--- src/logic/rtcca_pkg.sv ---
// rtcca_pkg: constants and types of the clock calibration and alarm block
//
// Operation
// - calibration signed, times four, applied each minute
// - negative removes pulses, positive adds pulses
// - enable bit 15 gates alarm, hardware clears it
// - mask field 13:10 selects matching digits
// - zero repeat without indefinite bit: one alarm
// - repeat count FFh gives 255 repetitions
// - decrement per alarm; at zero final alarm, disable
// - indefinite bit 14 rolls zero to FFh
// - every alarm event sets status bit 0; it raises an interrupt only while mask bit 0 is set
// - alarm pulse output toggles on each alarm
// - interval half second to one year, repeat options
package rtcca_pkg;
	localparam int unsigned ADDR_W = 8;
	localparam int unsigned DATA_W = 32;

	localparam logic [ADDR_W-1:0] OFS_CFG   = 8'h00;
	localparam logic [ADDR_W-1:0] OFS_ACFG  = 8'h04;
	localparam logic [ADDR_W-1:0] OFS_TIME  = 8'h08;
	localparam logic [ADDR_W-1:0] OFS_DATE  = 8'h0C;
	localparam logic [ADDR_W-1:0] OFS_ATIME = 8'h10;
	localparam logic [ADDR_W-1:0] OFS_ADATE = 8'h14;
	localparam logic [ADDR_W-1:0] OFS_STAT  = 8'h18;
	localparam logic [ADDR_W-1:0] OFS_MASK  = 8'h1C;

	// clock_config_calib_register
	localparam int unsigned CFG_ON_BIT   = 15;
	localparam int unsigned CFG_SYNC_BIT = 12;
	localparam int unsigned CAL_LSB      = 0;
	// alarm_config_register
	localparam int unsigned ACFG_EN_BIT    = 15;
	localparam int unsigned ACFG_INDEFINITE_REPEAT_BIT = 14;
	localparam int unsigned ACFG_MSK_LSB   = 10;
	localparam int unsigned ACFG_RPT_LSB   = 0;
	// time and date words
	localparam int unsigned SEC_LSB  = 0;
	localparam int unsigned MIN_LSB  = 8;
	localparam int unsigned HOUR_LSB = 16;
	localparam int unsigned WDAY_LSB = 24;
	localparam int unsigned DAY_LSB  = 0;
	localparam int unsigned MON_LSB  = 8;
	localparam int unsigned YEAR_LSB = 16;
	// status and mask bits
	localparam int unsigned EV_N     = 2;
	localparam int unsigned EV_ALARM = 0;
	localparam int unsigned EV_SEC   = 1;

	localparam int unsigned XTAL_HZ    = 32768;
	localparam int unsigned SYNC_TICKS = 32;
	localparam int unsigned PRE_W      = 17;
	localparam logic signed [PRE_W-1:0] PRE_TOP  = PRE_W'(XTAL_HZ - 1);
	localparam logic signed [PRE_W-1:0] PRE_HALF = PRE_W'(XTAL_HZ / 2 - 1);
	localparam logic signed [PRE_W-1:0] PRE_SYNC = PRE_W'(XTAL_HZ - SYNC_TICKS);
	localparam int unsigned CAL_SHIFT  = 2;
	localparam logic [7:0]  RPT_ROLL   = 8'hFF;

	typedef logic [3:0] rtcca_alarm_match_mask_t;
	localparam rtcca_alarm_match_mask_t MSK_HALF  = 4'h0;
	localparam rtcca_alarm_match_mask_t MSK_SEC   = 4'h1;
	localparam rtcca_alarm_match_mask_t MSK_10SEC = 4'h2;
	localparam rtcca_alarm_match_mask_t MSK_MIN   = 4'h3;
	localparam rtcca_alarm_match_mask_t MSK_10MIN = 4'h4;
	localparam rtcca_alarm_match_mask_t MSK_HOUR  = 4'h5;
	localparam rtcca_alarm_match_mask_t MSK_DAY   = 4'h6;
	localparam rtcca_alarm_match_mask_t MSK_WEEK  = 4'h7;
	localparam rtcca_alarm_match_mask_t MSK_MONTH = 4'h8;
	localparam rtcca_alarm_match_mask_t MSK_YEAR  = 4'h9;

	typedef struct packed {
		logic [6:0] year;
		logic [3:0] mon;
		logic [4:0] day;
		logic [2:0] wday;
		logic [4:0] hour;
		logic [5:0] min;
		logic [5:0] sec;
	} rtcca_time_t;

	localparam rtcca_time_t TIME_RESET = '{mon: 4'h1, day: 5'h01, default: '0};
	localparam logic [5:0] SEC_LAST  = 6'h3B;
	localparam logic [5:0] MIN_LAST  = 6'h3B;
	localparam logic [4:0] HOUR_LAST = 5'h17;
	localparam logic [2:0] WDAY_LAST = 3'h6;
	localparam logic [3:0] MON_LAST  = 4'hC;
	localparam logic [6:0] YEAR_LAST = 7'h63;
	localparam logic [4:0] DAY_31    = 5'h1F;
	localparam logic [4:0] DAY_30    = 5'h1E;
	localparam logic [4:0] DAY_29    = 5'h1D;
	localparam logic [4:0] DAY_28    = 5'h1C;
	localparam logic [5:0] DIGIT_10  = 6'h0A;
endpackage

--- src/logic/rtcca_reg_if.sv ---
// rtcca_reg_if: register access strobes between the bus slave and the core
`timescale 1ns/1ps
interface rtcca_reg_if;
	import rtcca_pkg::*;
	logic              wr_stb;
	logic [ADDR_W-1:0] addr;
	logic [DATA_W-1:0] wdata;
	logic [DATA_W-1:0] rdata;
	logic              hit;
	modport bus  (output wr_stb, output addr, output wdata, input rdata, input hit);
	modport core (input wr_stb, input addr, input wdata, output rdata, output hit);
endinterface

--- src/logic/rtcca_top.sv ---
// rtcca_top: clock timebase with calibration, alarm engine and registers
`timescale 1ns/1ps
module rtcca_top
	import rtcca_pkg::*;
(
	input  wire logic                         pclk,
	input  wire logic                         presetn,
	input  wire logic                         psel,
	input  wire logic                         penable,
	input  wire logic                         pwrite,
	input  wire logic [rtcca_pkg::ADDR_W-1:0] paddr,
	input  wire logic [rtcca_pkg::DATA_W-1:0] pwdata,
	output logic      [rtcca_pkg::DATA_W-1:0] prdata,
	output logic                              pready,
	output logic                              pslverr,
	input  wire logic                         xtal_clk_pin,
	output logic                              alarm_irq,
	output logic                              alarm_pulse
);
	typedef struct packed {
		logic                     timer_on;
		logic [7:0]               cal;
		logic                     alarm_enable;
		logic                     indefinite_repeat;
		rtcca_alarm_match_mask_t             alarm_match_mask;
		logic [7:0]               alarm_repeat_count;
		rtcca_time_t              now;
		rtcca_time_t              alarm_compare_value;
		logic signed [PRE_W-1:0]  presc;
		logic                     half_ev;
		logic                     full_ev;
		logic [EV_N-1:0]          stat;
		logic [EV_N-1:0]          mask;
		logic                     rollover_sync_status;
		logic                     irq;
		logic                     pulse;
	} rtcca_st_t;

	localparam rtcca_st_t ST_RESET = '{
		now:                 TIME_RESET,
		alarm_compare_value: TIME_RESET,
		default:             '0
	};

	rtcca_st_t   st_ff;
	rtcca_st_t   nxt_st;
	logic        xtal_tick;
	rtcca_reg_if rbus ();

	rtcca_apb u_apb (
		.pclk    (pclk),
		.presetn (presetn),
		.psel    (psel),
		.penable (penable),
		.pwrite  (pwrite),
		.paddr   (paddr),
		.pwdata  (pwdata),
		.prdata  (prdata),
		.pready  (pready),
		.pslverr (pslverr),
		.rbus    (rbus)
	);

	rtcca_xtal_sync u_xtal (
		.pclk     (pclk),
		.presetn  (presetn),
		.xtal_pin (xtal_clk_pin),
		.tick     (xtal_tick)
	);

	function automatic logic [5:0] units(input logic [5:0] v);
		return v % DIGIT_10;
	endfunction

	function automatic logic [4:0] month_len(input logic [3:0] mon, input logic [6:0] year);
		logic leap;
		leap = (year[1:0] == 2'h0);
		case (mon)
			4'h2: month_len = leap ? DAY_29 : DAY_28;
			4'h4, 4'h6, 4'h9, 4'hB: month_len = DAY_30;
			default: month_len = DAY_31;
		endcase
	endfunction

	// one-second advance of the calendar
	function automatic rtcca_time_t advance(input rtcca_time_t t);
		rtcca_time_t n;
		n = t;
		if (t.sec != SEC_LAST) begin
			n.sec = t.sec + 6'h01;
		end else begin
			n.sec = '0;
			if (t.min != MIN_LAST) begin
				n.min = t.min + 6'h01;
			end else begin
				n.min = '0;
				if (t.hour != HOUR_LAST) begin
					n.hour = t.hour + 5'h01;
				end else begin
					n.hour = '0;
					n.wday = (t.wday == WDAY_LAST) ? 3'h0 : t.wday + 3'h1;
					if (t.day != month_len(t.mon, t.year)) begin
						n.day = t.day + 5'h01;
					end else begin
						n.day = 5'h01;
						if (t.mon != MON_LAST) begin
							n.mon = t.mon + 4'h1;
						end else begin
							n.mon  = 4'h1;
							n.year = (t.year == YEAR_LAST) ? 7'h00 : t.year + 7'h01;
						end
					end
				end
			end
		end
		return n;
	endfunction

	// digits selected by the mask must all agree
	function automatic logic alarm_match(input rtcca_alarm_match_mask_t m, input rtcca_time_t n,
			input rtcca_time_t a);
		logic s10;
		logic s;
		logic m10;
		logic mi;
		logic h;
		s10 = units(n.sec) == units(a.sec);
		s   = n.sec == a.sec;
		m10 = s & (units(n.min) == units(a.min));
		mi  = s & (n.min == a.min);
		h   = mi & (n.hour == a.hour);
		case (m)
			MSK_HALF, MSK_SEC: alarm_match = 1'b1;
			MSK_10SEC: alarm_match = s10;
			MSK_MIN:   alarm_match = s;
			MSK_10MIN: alarm_match = m10;
			MSK_HOUR:  alarm_match = mi;
			MSK_DAY:   alarm_match = h;
			MSK_WEEK:  alarm_match = h & (n.wday == a.wday);
			MSK_MONTH: alarm_match = h & (n.day == a.day);
			MSK_YEAR:  alarm_match = h & (n.day == a.day) & (n.mon == a.mon);
			default:   alarm_match = 1'b0;
		endcase
	endfunction

	function automatic logic [DATA_W-1:0] time_word(input rtcca_time_t t);
		logic [DATA_W-1:0] w;
		w = '0;
		w[SEC_LSB +: 6]  = t.sec;
		w[MIN_LSB +: 6]  = t.min;
		w[HOUR_LSB +: 5] = t.hour;
		w[WDAY_LSB +: 3] = t.wday;
		return w;
	endfunction

	function automatic logic [DATA_W-1:0] date_word(input rtcca_time_t t);
		logic [DATA_W-1:0] w;
		w = '0;
		w[DAY_LSB +: 5]  = t.day;
		w[MON_LSB +: 4]  = t.mon;
		w[YEAR_LSB +: 7] = t.year;
		return w;
	endfunction

	function automatic rtcca_time_t set_time(input rtcca_time_t t, input logic [DATA_W-1:0] w);
		rtcca_time_t n;
		n      = t;
		n.sec  = w[SEC_LSB +: 6];
		n.min  = w[MIN_LSB +: 6];
		n.hour = w[HOUR_LSB +: 5];
		n.wday = w[WDAY_LSB +: 3];
		return n;
	endfunction

	function automatic rtcca_time_t set_date(input rtcca_time_t t, input logic [DATA_W-1:0] w);
		rtcca_time_t n;
		n      = t;
		n.day  = w[DAY_LSB +: 5];
		n.mon  = w[MON_LSB +: 4];
		n.year = w[YEAR_LSB +: 7];
		return n;
	endfunction

	// register read mux and address decode
	always_comb begin
		rbus.hit   = 1'b1;
		rbus.rdata = '0;
		case (rbus.addr)
			OFS_CFG: begin
				rbus.rdata[CFG_ON_BIT]      = st_ff.timer_on;
				rbus.rdata[CFG_SYNC_BIT]    = st_ff.rollover_sync_status;
				rbus.rdata[CAL_LSB +: 8]    = st_ff.cal;
			end
			OFS_ACFG: begin
				rbus.rdata[ACFG_EN_BIT]       = st_ff.alarm_enable;
				rbus.rdata[ACFG_INDEFINITE_REPEAT_BIT]    = st_ff.indefinite_repeat;
				rbus.rdata[ACFG_MSK_LSB +: 4] = st_ff.alarm_match_mask;
				rbus.rdata[ACFG_RPT_LSB +: 8] = st_ff.alarm_repeat_count;
			end
			OFS_TIME:  rbus.rdata = time_word(st_ff.now);
			OFS_DATE:  rbus.rdata = date_word(st_ff.now);
			OFS_ATIME: rbus.rdata = time_word(st_ff.alarm_compare_value);
			OFS_ADATE: rbus.rdata = date_word(st_ff.alarm_compare_value);
			OFS_STAT:  rbus.rdata[EV_N-1:0] = st_ff.stat;
			OFS_MASK:  rbus.rdata[EV_N-1:0] = st_ff.mask;
			default:   rbus.hit = 1'b0;
		endcase
	end

	always_comb begin
		logic                    fire;
		logic signed [PRE_W-1:0] cal_x4;
		logic [EV_N-1:0]         ev;
		fire    = 1'b0;
		cal_x4  = PRE_W'(signed'(st_ff.cal)) <<< CAL_SHIFT;
		ev      = '0;
		nxt_st  = st_ff;
		nxt_st.half_ev = 1'b0;
		nxt_st.full_ev = 1'b0;

		// timebase on crystal ticks
		if (xtal_tick & st_ff.timer_on) begin
			nxt_st.presc = st_ff.presc + PRE_W'(1);
			if (st_ff.presc == PRE_HALF) begin
				nxt_st.half_ev = 1'b1;
			end
			if (st_ff.presc == PRE_TOP) begin
				nxt_st.now     = advance(st_ff.now);
				nxt_st.full_ev = 1'b1;
				ev[EV_SEC]     = 1'b1;
				// minute boundary: negative start stretches, positive shortens
				nxt_st.presc   = (st_ff.now.sec == SEC_LAST) ? cal_x4 : '0;
			end
		end
		nxt_st.rollover_sync_status = st_ff.timer_on & (st_ff.presc >= PRE_SYNC);

		// alarm evaluation one cycle after the time update
		if (st_ff.alarm_enable) begin
			fire = (st_ff.half_ev & (st_ff.alarm_match_mask == MSK_HALF))
				| (st_ff.full_ev & alarm_match(st_ff.alarm_match_mask, st_ff.now,
					st_ff.alarm_compare_value));
		end
		if (fire) begin
			ev[EV_ALARM] = 1'b1;
			nxt_st.pulse = ~st_ff.pulse;
			if (st_ff.alarm_repeat_count != 8'h00) begin
				nxt_st.alarm_repeat_count = st_ff.alarm_repeat_count - 8'h01;
			end else if (st_ff.indefinite_repeat) begin
				nxt_st.alarm_repeat_count = RPT_ROLL;
			end else begin
				nxt_st.alarm_enable = 1'b0;
			end
		end

		// software writes take priority over the hardware update, except new status events
		if (rbus.wr_stb) begin
			case (rbus.addr)
				OFS_CFG: begin
					nxt_st.timer_on = rbus.wdata[CFG_ON_BIT];
					nxt_st.cal      = rbus.wdata[CAL_LSB +: 8];
				end
				OFS_ACFG: begin
					nxt_st.alarm_enable       = rbus.wdata[ACFG_EN_BIT];
					nxt_st.indefinite_repeat  = rbus.wdata[ACFG_INDEFINITE_REPEAT_BIT];
					nxt_st.alarm_match_mask   = rbus.wdata[ACFG_MSK_LSB +: 4];
					nxt_st.alarm_repeat_count = rbus.wdata[ACFG_RPT_LSB +: 8];
				end
				OFS_TIME: begin
					nxt_st.now   = set_time(st_ff.now, rbus.wdata);
					nxt_st.presc = '0;
				end
				OFS_DATE:  nxt_st.now = set_date(st_ff.now, rbus.wdata);
				OFS_ATIME: begin
					nxt_st.alarm_compare_value = set_time(st_ff.alarm_compare_value,
						rbus.wdata);
				end
				OFS_ADATE: begin
					nxt_st.alarm_compare_value = set_date(st_ff.alarm_compare_value,
						rbus.wdata);
				end
				OFS_STAT:  nxt_st.stat = st_ff.stat & ~rbus.wdata[EV_N-1:0];
				OFS_MASK:  nxt_st.mask = rbus.wdata[EV_N-1:0];
				default: begin
				end
			endcase
		end

		// new events win over a clear in the same cycle
		nxt_st.stat = nxt_st.stat | ev;
		nxt_st.irq  = |(nxt_st.stat & nxt_st.mask);
	end

	always_ff @(posedge pclk or negedge presetn) begin
		if (!presetn) begin
			st_ff <= ST_RESET;
		end else begin
			st_ff <= nxt_st;
		end
	end

	assign alarm_irq   = st_ff.irq;
	assign alarm_pulse = st_ff.pulse;
endmodule

--- src/logic/rtcca_xtal_sync.sv ---
// rtcca_xtal_sync: crystal clock pin synchroniser and rising-edge tick
`timescale 1ns/1ps
module rtcca_xtal_sync (
	input  wire logic pclk,
	input  wire logic presetn,
	input  wire logic xtal_pin,
	output logic      tick
);
	typedef struct packed {
		logic meta;
		logic sync;
		logic last;
		logic tick;
	} rtcca_xs_t;

	rtcca_xs_t st_ff;
	rtcca_xs_t nxt_st;

	always_comb begin
		nxt_st      = st_ff;
		nxt_st.meta = xtal_pin;
		nxt_st.sync = st_ff.meta;
		nxt_st.last = st_ff.sync;
		nxt_st.tick = st_ff.sync & ~st_ff.last;
	end

	always_ff @(posedge pclk or negedge presetn) begin
		if (!presetn) begin
			st_ff <= '0;
		end else begin
			st_ff <= nxt_st;
		end
	end

	assign tick = st_ff.tick;
endmodule

--- src/logic/rtcca_apb.sv ---
// rtcca_apb: zero-wait APB slave front end for the register file
`timescale 1ns/1ps
module rtcca_apb
	import rtcca_pkg::*;
(
	input  wire logic                       pclk,
	input  wire logic                       presetn,
	input  wire logic                       psel,
	input  wire logic                       penable,
	input  wire logic                       pwrite,
	input  wire logic [rtcca_pkg::ADDR_W-1:0] paddr,
	input  wire logic [rtcca_pkg::DATA_W-1:0] pwdata,
	output logic [rtcca_pkg::DATA_W-1:0]      prdata,
	output logic                            pready,
	output logic                            pslverr,
	rtcca_reg_if.bus                        rbus
);
	typedef struct packed {
		logic              pready;
		logic              pslverr;
		logic [DATA_W-1:0] prdata;
	} rtcca_apb_t;

	rtcca_apb_t st_ff;
	rtcca_apb_t nxt_st;

	always_comb begin
		nxt_st        = st_ff;
		nxt_st.pready  = psel & ~penable;
		// error stands with pready only, never past the access cycle
		nxt_st.pslverr = psel & ~penable & ~rbus.hit;
		if (psel & ~penable) begin
			nxt_st.prdata  = (rbus.hit & ~pwrite) ? rbus.rdata : '0;
		end
	end

	always_ff @(posedge pclk or negedge presetn) begin
		if (!presetn) begin
			st_ff <= '0;
		end else begin
			st_ff <= nxt_st;
		end
	end

	assign rbus.addr   = paddr;
	assign rbus.wdata  = pwdata;
	assign rbus.wr_stb = psel & penable & st_ff.pready & pwrite & ~st_ff.pslverr;
	assign prdata      = st_ff.prdata;
	assign pready      = st_ff.pready;
	assign pslverr     = st_ff.pslverr;
endmodule

--- config.mk ---
export PLATFORM = sky130hd
export DESIGN_NAME = rtcca_top
export DESIGN_NICKNAME = d
export VERILOG_FILES = /design/src/logic/rtcca_pkg.sv /design/src/logic/rtcca_reg_if.sv /design/src/logic/rtcca_top.sv /design/src/logic/rtcca_xtal_sync.sv /design/src/logic/rtcca_apb.sv
export SDC_FILE = /design/constraint.sdc
export NUM_CORES = 1
export LEC_CHECK = 0
export ABC_AREA = 1
export BUFFER_PORTS_ARGS = -buffer_cell sky130_fd_sc_hd__buf_2
export CAP_MARGIN = 10
export CORE_MARGIN = 5
export CORE_UTILIZATION = 43
export CTS_BUF_LIST = sky130_fd_sc_hd__clkbuf_8
export DETAILED_ROUTE_END_ITERATION = 10
export PLACE_DENSITY_LB_ADDON = 0.25
export SYNTH_ARGS = -nofsm -noshare
export SYNTH_HDL_FRONTEND = slang
export SYNTH_SLANG_ARGS = --single-unit
--- constraint.sdc ---
create_clock -name pclk -period 6.35 [get_ports pclk]
set_input_delay 1.27 -clock pclk [delete_from_list [all_inputs] [get_ports pclk]]
set_output_delay 1.27 -clock pclk [all_outputs]
set_load 0.02 [all_outputs]
==> flow_summary.ini, run 1 <==
[outcome]
outcome = finished clean

[critical_path]
critPathKind = input port to register
critical_path.max_stage_delay_ns = 0.66
crit_required_ns = 6.69
critPathLaunchType = input port
slowest_stage = clkinv_1
crit_arrival_ns = 4.51
cp_top_family = buffers and inverters
critical_path.max_fanout = 18
critPathCaptureType = register
crit_top_cell = inv_1
crit_chain = buf_2, or3_1, nor2_1, inv_1, nor2_1, buf_4, inv_1, nor2_2, clkinv_1, nand2_1, inv_1, a31oi_1, a21oi_1
path_buf_inv = 6

[logic_synthesis]
ys_top_cells_by_count = nand2_1, inv_1, dfrtp_1
avgSynthCellArea_um2 = 7.30
synthTopCellsByArea = dfrtp_1, nand2_1, inv_1
synth_top_area_share_pct = 37.2
synth_ff_type = dfrtp_1
ys_ff_latch = 153
yosysMostFrequentCell = nand2_1
syn_area_mm2 = 0.0100
synthCells = 1373
async_reset_ff_share_pct = 100
synth_edf_count = 0
yosysTopAreaCell = dfrtp_1
synth-seq-area-share_pct = 38.2
ys_warn_count = 0
yosys.cell_types.count = 61

[global_route]
grt-ovfl-total = 0
grt_pass1_vias = 9109
track_usage_pct = 23.3
grt_util_met3_pct = 4.07
grt_pass1_wl_um = 49000
antenna_found_initial = 0
grt_start_max_net_pins = 109
grt.met2_usage_pct = 35.5
use_met1_pct = 34.1
gr-max-usage-layer = met2

[layout]
nets = 1507
drive_gt1_share_pct = 11.1
diodes = 0
design_area_mm2 = 0.0111
seq_area_mm2 = 0.00383
multi_input_comb_area_mm2 = 0.00518
fillers = 2308
area_growth_pct = 10.3

[clock_network]
htreeDepth = 4
cts_setup_buffers = 0
postCtsHoldBufs = 0
clk_path_buf_depth = 2
cts_tree = done
clk_pin_slew_worst_paths_ns = 0.09
cts_buffers = 17
cts-resized-gates = 0
clock_latency_ns = 0.47
cts_root_buffer = clkbuf_8
clock_sinks = 153

[detailed_routing]
vias = 9825
drt_iter0_drc = 964
via_per_inst = 5.59
wl_um = 31000
drc = 0
wl_per_cell_um = 17.6
ant_nets = 0
first_pass_iters = 6

[sta]
drv_slew = 0
skew_ns = 0.0130
post-route-period-util_pct = 65.7
hold_ws_ns = 0.357
tightestPinTransition_ns = 1.08
final-hold-violation-count = 0
period_needed_ns = 4.17
setup_viol = 0
fmax_mhz = 240
rsz0062_at_grt = no
relSlewSlack_pct = 27.3
setup_tns_ns = 0

[power]
p_leak_nw = 5.37
p_total_mw = 1.83
ir_drop_mv = 0.131
power.density_mw_per_mm2 = 165

[die]
initial_core_util_pct = 44.0
core-area_mm2 = 0.0228
die_area_mm2 = 0.0265
die_width_um = 163
die_h_um = 163
num_rows = 55
ios = 82

[placement]
gp_congestion = 0.920
place_area_mm2 = 0.0107
port_buffers = 69
hpwl_um = 22400

[flow_run]
max_cap_viol_count = 0

[min_path]
hp-class = register to register
[through the flow]
stage | util [%] | worst slack, ns | std cells
2_1_floorplan | - | 3.09 | 1378
3_3_place_gp | 46.9 | 1.92 | 1728
3_5_place_dp | 46.9 | 1.86 | 1728
4_1_cts | 48.5 | 2.37 | 1759
5_1_grt | 48.5 | 2.10 | 1759
6_report | 48.5 | 2.18 | 1759
[cells in the final DEF (no fill, tap or decap), types with 7 or more instances in the layout]
| cell type | netlist | routed |
|---|---|---|
| nand2_1 | 303 | 303 |
| inv_1 | 197 | 201 |
| dfrtp_1 | 149 | 149 |
| o21ai_0 | 125 | 125 |
| nand3_1 | 95 | 95 |
| nor2_1 | 95 | 94 |
| buf_2 | 4 | 68 |
| a21oi_1 | 40 | 40 |
| a31oi_1 | 27 | 27 |
| ha_1 | 27 | 27 |
| nor3_1 | 25 | 24 |
| o22ai_1 | 22 | 22 |
| xor2_1 | 20 | 20 |
| nand4_1 | 18 | 18 |
| a22oi_1 | 18 | 18 |
| clkbuf_8 | 0 | 17 |
| buf_4 | 8 | 15 |
| inv_2 | 14 | 14 |
| xnor2_1 | 14 | 14 |
| o211ai_1 | 12 | 12 |
| o21ai_1 | 11 | 11 |
| nor4_1 | 11 | 11 |
| o31ai_1 | 11 | 11 |
| a221oi_1 | 11 | 11 |
| o221ai_1 | 9 | 9 |
| nand2_2 | 7 | 7 |
[cell type report]
| cell class | count | share of cell area, % |
|---|---|---|
| well taps | 313 | 3.54 |
| repair buffers | 84 | 4.20 |
| inverters | 217 | 7.41 |
| clock buffers | 17 | 2.12 |
| flip-flops and latches | 153 | 34.7 |
| multi-input cells | 961 | 46.8 |
| clock inverters | 14 | 1.23 |
[path summary, 6_finish.rpt]
| check | start | to | slack (ns) | depth (start not counted) |
|---|---|---|---|---|
| max in group asynchronous | presetn | st_ff[113] | 4.14 | 2 |
| worst min register to register | u_xtal.nxt_st[2] | u_xtal.nxt_st[1] | 0.36 | 0 |
| worst max-delay path | paddr[5] | st_ff[67] | 2.18 | 13 |
| worst max register to register | st_ff[72] | st_ff[99] | 2.70 | 26 |
| worst min-delay path | u_xtal.nxt_st[2] | u_xtal.nxt_st[1] | 0.36 | 0 |
| min in group asynchronous | presetn | st_ff[21] | 0.92 | 1 |
[per-layer routing]
| metal | vias to the layer above | wire (um) |
|---|---|---|
| li1 | 4717 | - |
| met1 | 4634 | 14200 |
| met2 | 421 | 13500 |
| met3 | 53 | 2470 |
| met4 | 0 | 763 |
| met5 | - | 0 |
[state kept, by name (all words and copies together), names as in the netlist]
signal         count
alarm_irq          1
alarm_pulse        1
st_ff            119
u_apb.prdata      26
u_apb.pready       1
u_apb.pslverr      1
u_xtal.nxt_st      2
u_xtal.st_ff       1
u_xtal.tick        1
[worst reg2reg max path, delay by kind of cell (launching register included)]
family,cells,cell delay [ns]
AO/OA/AOI/OAI,1,0.15
buffers and inverters,4,0.30
AND/OR/NAND/NOR,19,2.09
adder cells (fa/ha/maj),2,0.50
flip-flops,1,0.53
[power by group]
group	internal (mW)	switching [mW]
clock network	0.343	0.399
logic	0.0260	0.0724
registers	0.981	0.00761
total	1.35	0.479
[kinds of logic (layout without fill, tap and decap cells)]
kind of cell / Yosys count / in the layout / synth area share, %
buf+inv: 264 / 332 / 10.4
fa+ha+maj: 27 / 27 / 3.37
simple gates: 575 / 575 / 25.4
xor+xnor: 34 / 34 / 2.97
compound gates: 316 / 316 / 19.3
other cells: 1 / 6 / 0.0374
mux: 3 / 3 / 0.337
flops: 153 / 153 / 38.2
No activity file was read; power rests on OpenSTA's default activity.
==> run 2: changes to the inputs <==
--- a/config.mk
+++ b/config.mk
@@ -5,7 +5,7 @@
 export SDC_FILE = /design/constraint.sdc
 export NUM_CORES = 1
 export LEC_CHECK = 0
-export ABC_AREA = 1
+export ABC_AREA = 0
 export BUFFER_PORTS_ARGS = -buffer_cell sky130_fd_sc_hd__buf_2
 export CAP_MARGIN = 10
 export CORE_MARGIN = 5
==> constraint.sdc (replaced) <==
create_clock -name pclk -period 3.55 [get_ports pclk]
set_input_delay 0.71 -clock pclk [delete_from_list [all_inputs] [get_ports pclk]]
set_output_delay 0.71 -clock pclk [all_outputs]
set_load 0.02 [all_outputs]
==> flow_summary.ini, run 2 <==
[outcome]
outcome = finished clean

[logic_synthesis]
ys_top_cells_by_count = dfrtp_1, nand2_1, nor2_1
yosysTopAreaCell = dfrtp_1
synth_ff_type = dfrtp_1
synth-seq-area-share_pct = 38.5
yosys.cell_types.count = 80
async_reset_ff_share_pct = 100
avgSynthCellArea_um2 = 8.75
synth_edf_count = 0
synthTopCellsByArea = dfrtp_1, mux2_2, nand2_1
syn_area_mm2 = 0.00995
ys_warn_count = 0
yosysMostFrequentCell = dfrtp_1
synth_top_area_share_pct = 37.5
ys_ff_latch = 153
synthCells = 1138

[layout]
area_growth_pct = 15.5
fillers = 2181
nets = 1310
diodes = 0
stdcell_count = 1535
drive_gt1_share_pct = 21.7
largest_reg_flops = 119
final_cell_mix = dfrtp_1, nand2_1, buf_4
largest_register = st_ff
layout.cells.most_common = dfrtp_1
final_core_util_pct = 50.6

[detailed_routing]
drt_iter0_drc = 959
drc = 0
via_per_inst = 6.04
vias = 9279
first_pass_iters = 7
ant_nets = 0
wl_um = 30300
wl_per_cell_um = 19.8

[critical_path]
r2r_start = st_ff[71]
critPathKind = register to register
critical_path.max_stage_delay_ns = 0.49
reg2reg_slack_ns = 0.12
critical_path.max_fanout = 7
critPathLaunchType = register
crit_required_ns = 3.90
slowest_stage = or4_1
r2r-end = st_ff[101]
crit_chain = buf_4, or3b_2, a21oi_2, or3_4, inv_1, ha_2, or4_1, and3_4, a211oi_4, a31oi_4, a21boi_4, buf_12, mux2i_2, o21ai_1
r2r_cells = 14
crit_arrival_ns = 3.78
critPathCaptureType = register

[clock_network]
cts_buffers = 17
cts_root_buffer = clkbuf_8
cts_tree = done
clock_latency_ns = 0.47
clock_sinks = 153
clk_pin_slew_worst_paths_ns = 0.09
htreeDepth = 4
clk_path_buf_depth = 2

[placement]
place_inst = 1500
port_buffers = 69
hpwl_um = 22500
gp_congestion = 0.909

[global_route]
grt.met2_usage_pct = 36.7
grt_start_max_net_pins = 75
grt-ovfl-total = 0
grt_pass1_vias = 8723
use_met1_pct = 31.1
grt_util_met3_pct = 3.55
track_usage_pct = 22.6
antenna_found_initial = 0
grt_pass1_wl_um = 47600
gr-max-usage-layer = met2

[sta]
hold_ws_ns = 0.261
final-hold-violation-count = 0
skew_ns = 0.0142
tightestPinTransition_ns = 0.722
drv_slew = 0
setup_viol = 0
period_needed_ns = 3.43
fmax_mhz = 292
setup_tns_ns = 0
relSlewSlack_pct = 51.8
post-route-period-util_pct = 96.6

[die]
core-area_mm2 = 0.0227
die_area_mm2 = 0.0263
ios = 82
initial_core_util_pct = 43.8
die_width_um = 162
die_h_um = 162
num_rows = 55

[min_path]
hp-class = input port to async pin

[power]
power.density_mw_per_mm2 = 278
p_leak_nw = 5.20
p_total_mw = 3.20
ir_drop_mv = 0.224

[flow_run]
max_cap_viol_count = 0
-- run 2: cell types whose count changed in the layout (fill, tap and decap cells not counted), moves of 18 or more --
cell     change
nand3_1     -59
inv_1      -172
nor2_1      -18
mux2i_1     +26
mux2_2      +45
nand2_1    -164
a21oi_1     +33
buf_4       +64
o21ai_0     -53
-- run 2: cell type report --
cell class	count	area (um^2)	share of cell area [%]
multi-input cells	882	5790	50.4
inverters	30	114	0.990
clock buffers	18	248	2.15
flip-flops and latches	153	3830	33.3
clock inverters	14	113	0.979
well taps	285	357	3.10
repair buffers	153	1040	9.05
-- run 2: repair_timing --
item / in CTS / in global routing
pin swaps: 0 / 8
hold buffers: 0 / 0
cloned: 0 / 1
buffers inserted: 0 / 2
endpoints found under the setup margin: 4 / 12
gates resized for setup: 1 / 19
-- run 2: logic make-up after synthesis --
family	after synthesis	share of synthesized area (%)
adder cells (fa/ha/maj)	27	3.39
AO/OA/AOI/OAI	313	20.6
flip-flops	153	38.5
AND/OR/NAND/NOR	414	20.5
buffers and inverters	108	4.54
other	1	0.0377
XOR/XNOR	47	4.27
multiplexers	75	8.15
-- run 2: power by group --
part           total (mW)  leakage, nW  internal, mW  switching [mW]
logic               0.193         3.04        0.0608           0.132
registers            1.76         1.98          1.75          0.0121
clock network        1.24        0.175         0.516           0.726
-- run 2: critical path, delay by kind of cell (launching register included) --
kind,cells,cell delay [ns]
flip-flops,1,0.38
AND/OR/NAND/NOR,4,1.28
AO/OA/AOI/OAI,5,0.91
multiplexers,1,0.21
adder cells (fa/ha/maj),1,0.18
buffers and inverters,3,0.34
-- run 2: routing by layer --
layer / vias up / part of all wire [%]
met2: 291 / 47
met4: 0 / 2.6
met1: 4593 / 45
met5: - / 0
li1: 4348 / -
met3: 47 / 5.9
-- run 2: worst max-delay path by stage --
stage | start | to | slack, ns | cells after the start
after global placement | st_ff[71] | alarm_irq | 0.03 | 16
after floorplan | st_ff[71] | st_ff[101] | 0.002 | 18
after global routing | st_ff[71] | st_ff[104] | -0.006 | 14
final | st_ff[71] | st_ff[101] | 0.12 | 14
after CTS | st_ff[71] | st_ff[104] | 0.009 | 14
after detailed placement | st_ff[71] | alarm_irq | -0.005 | 16
-- run 2: per-stage QoR --
step | setup WS, ns | cell area [um^2]
floorplan | 0.00176 | 9980
global placement | 0.0312 | 11000
detailed placement | -0.00521 | 11000
CTS | 0.00875 | 11400
global route | -0.00561 | 11500
finish | 0.122 | 11500
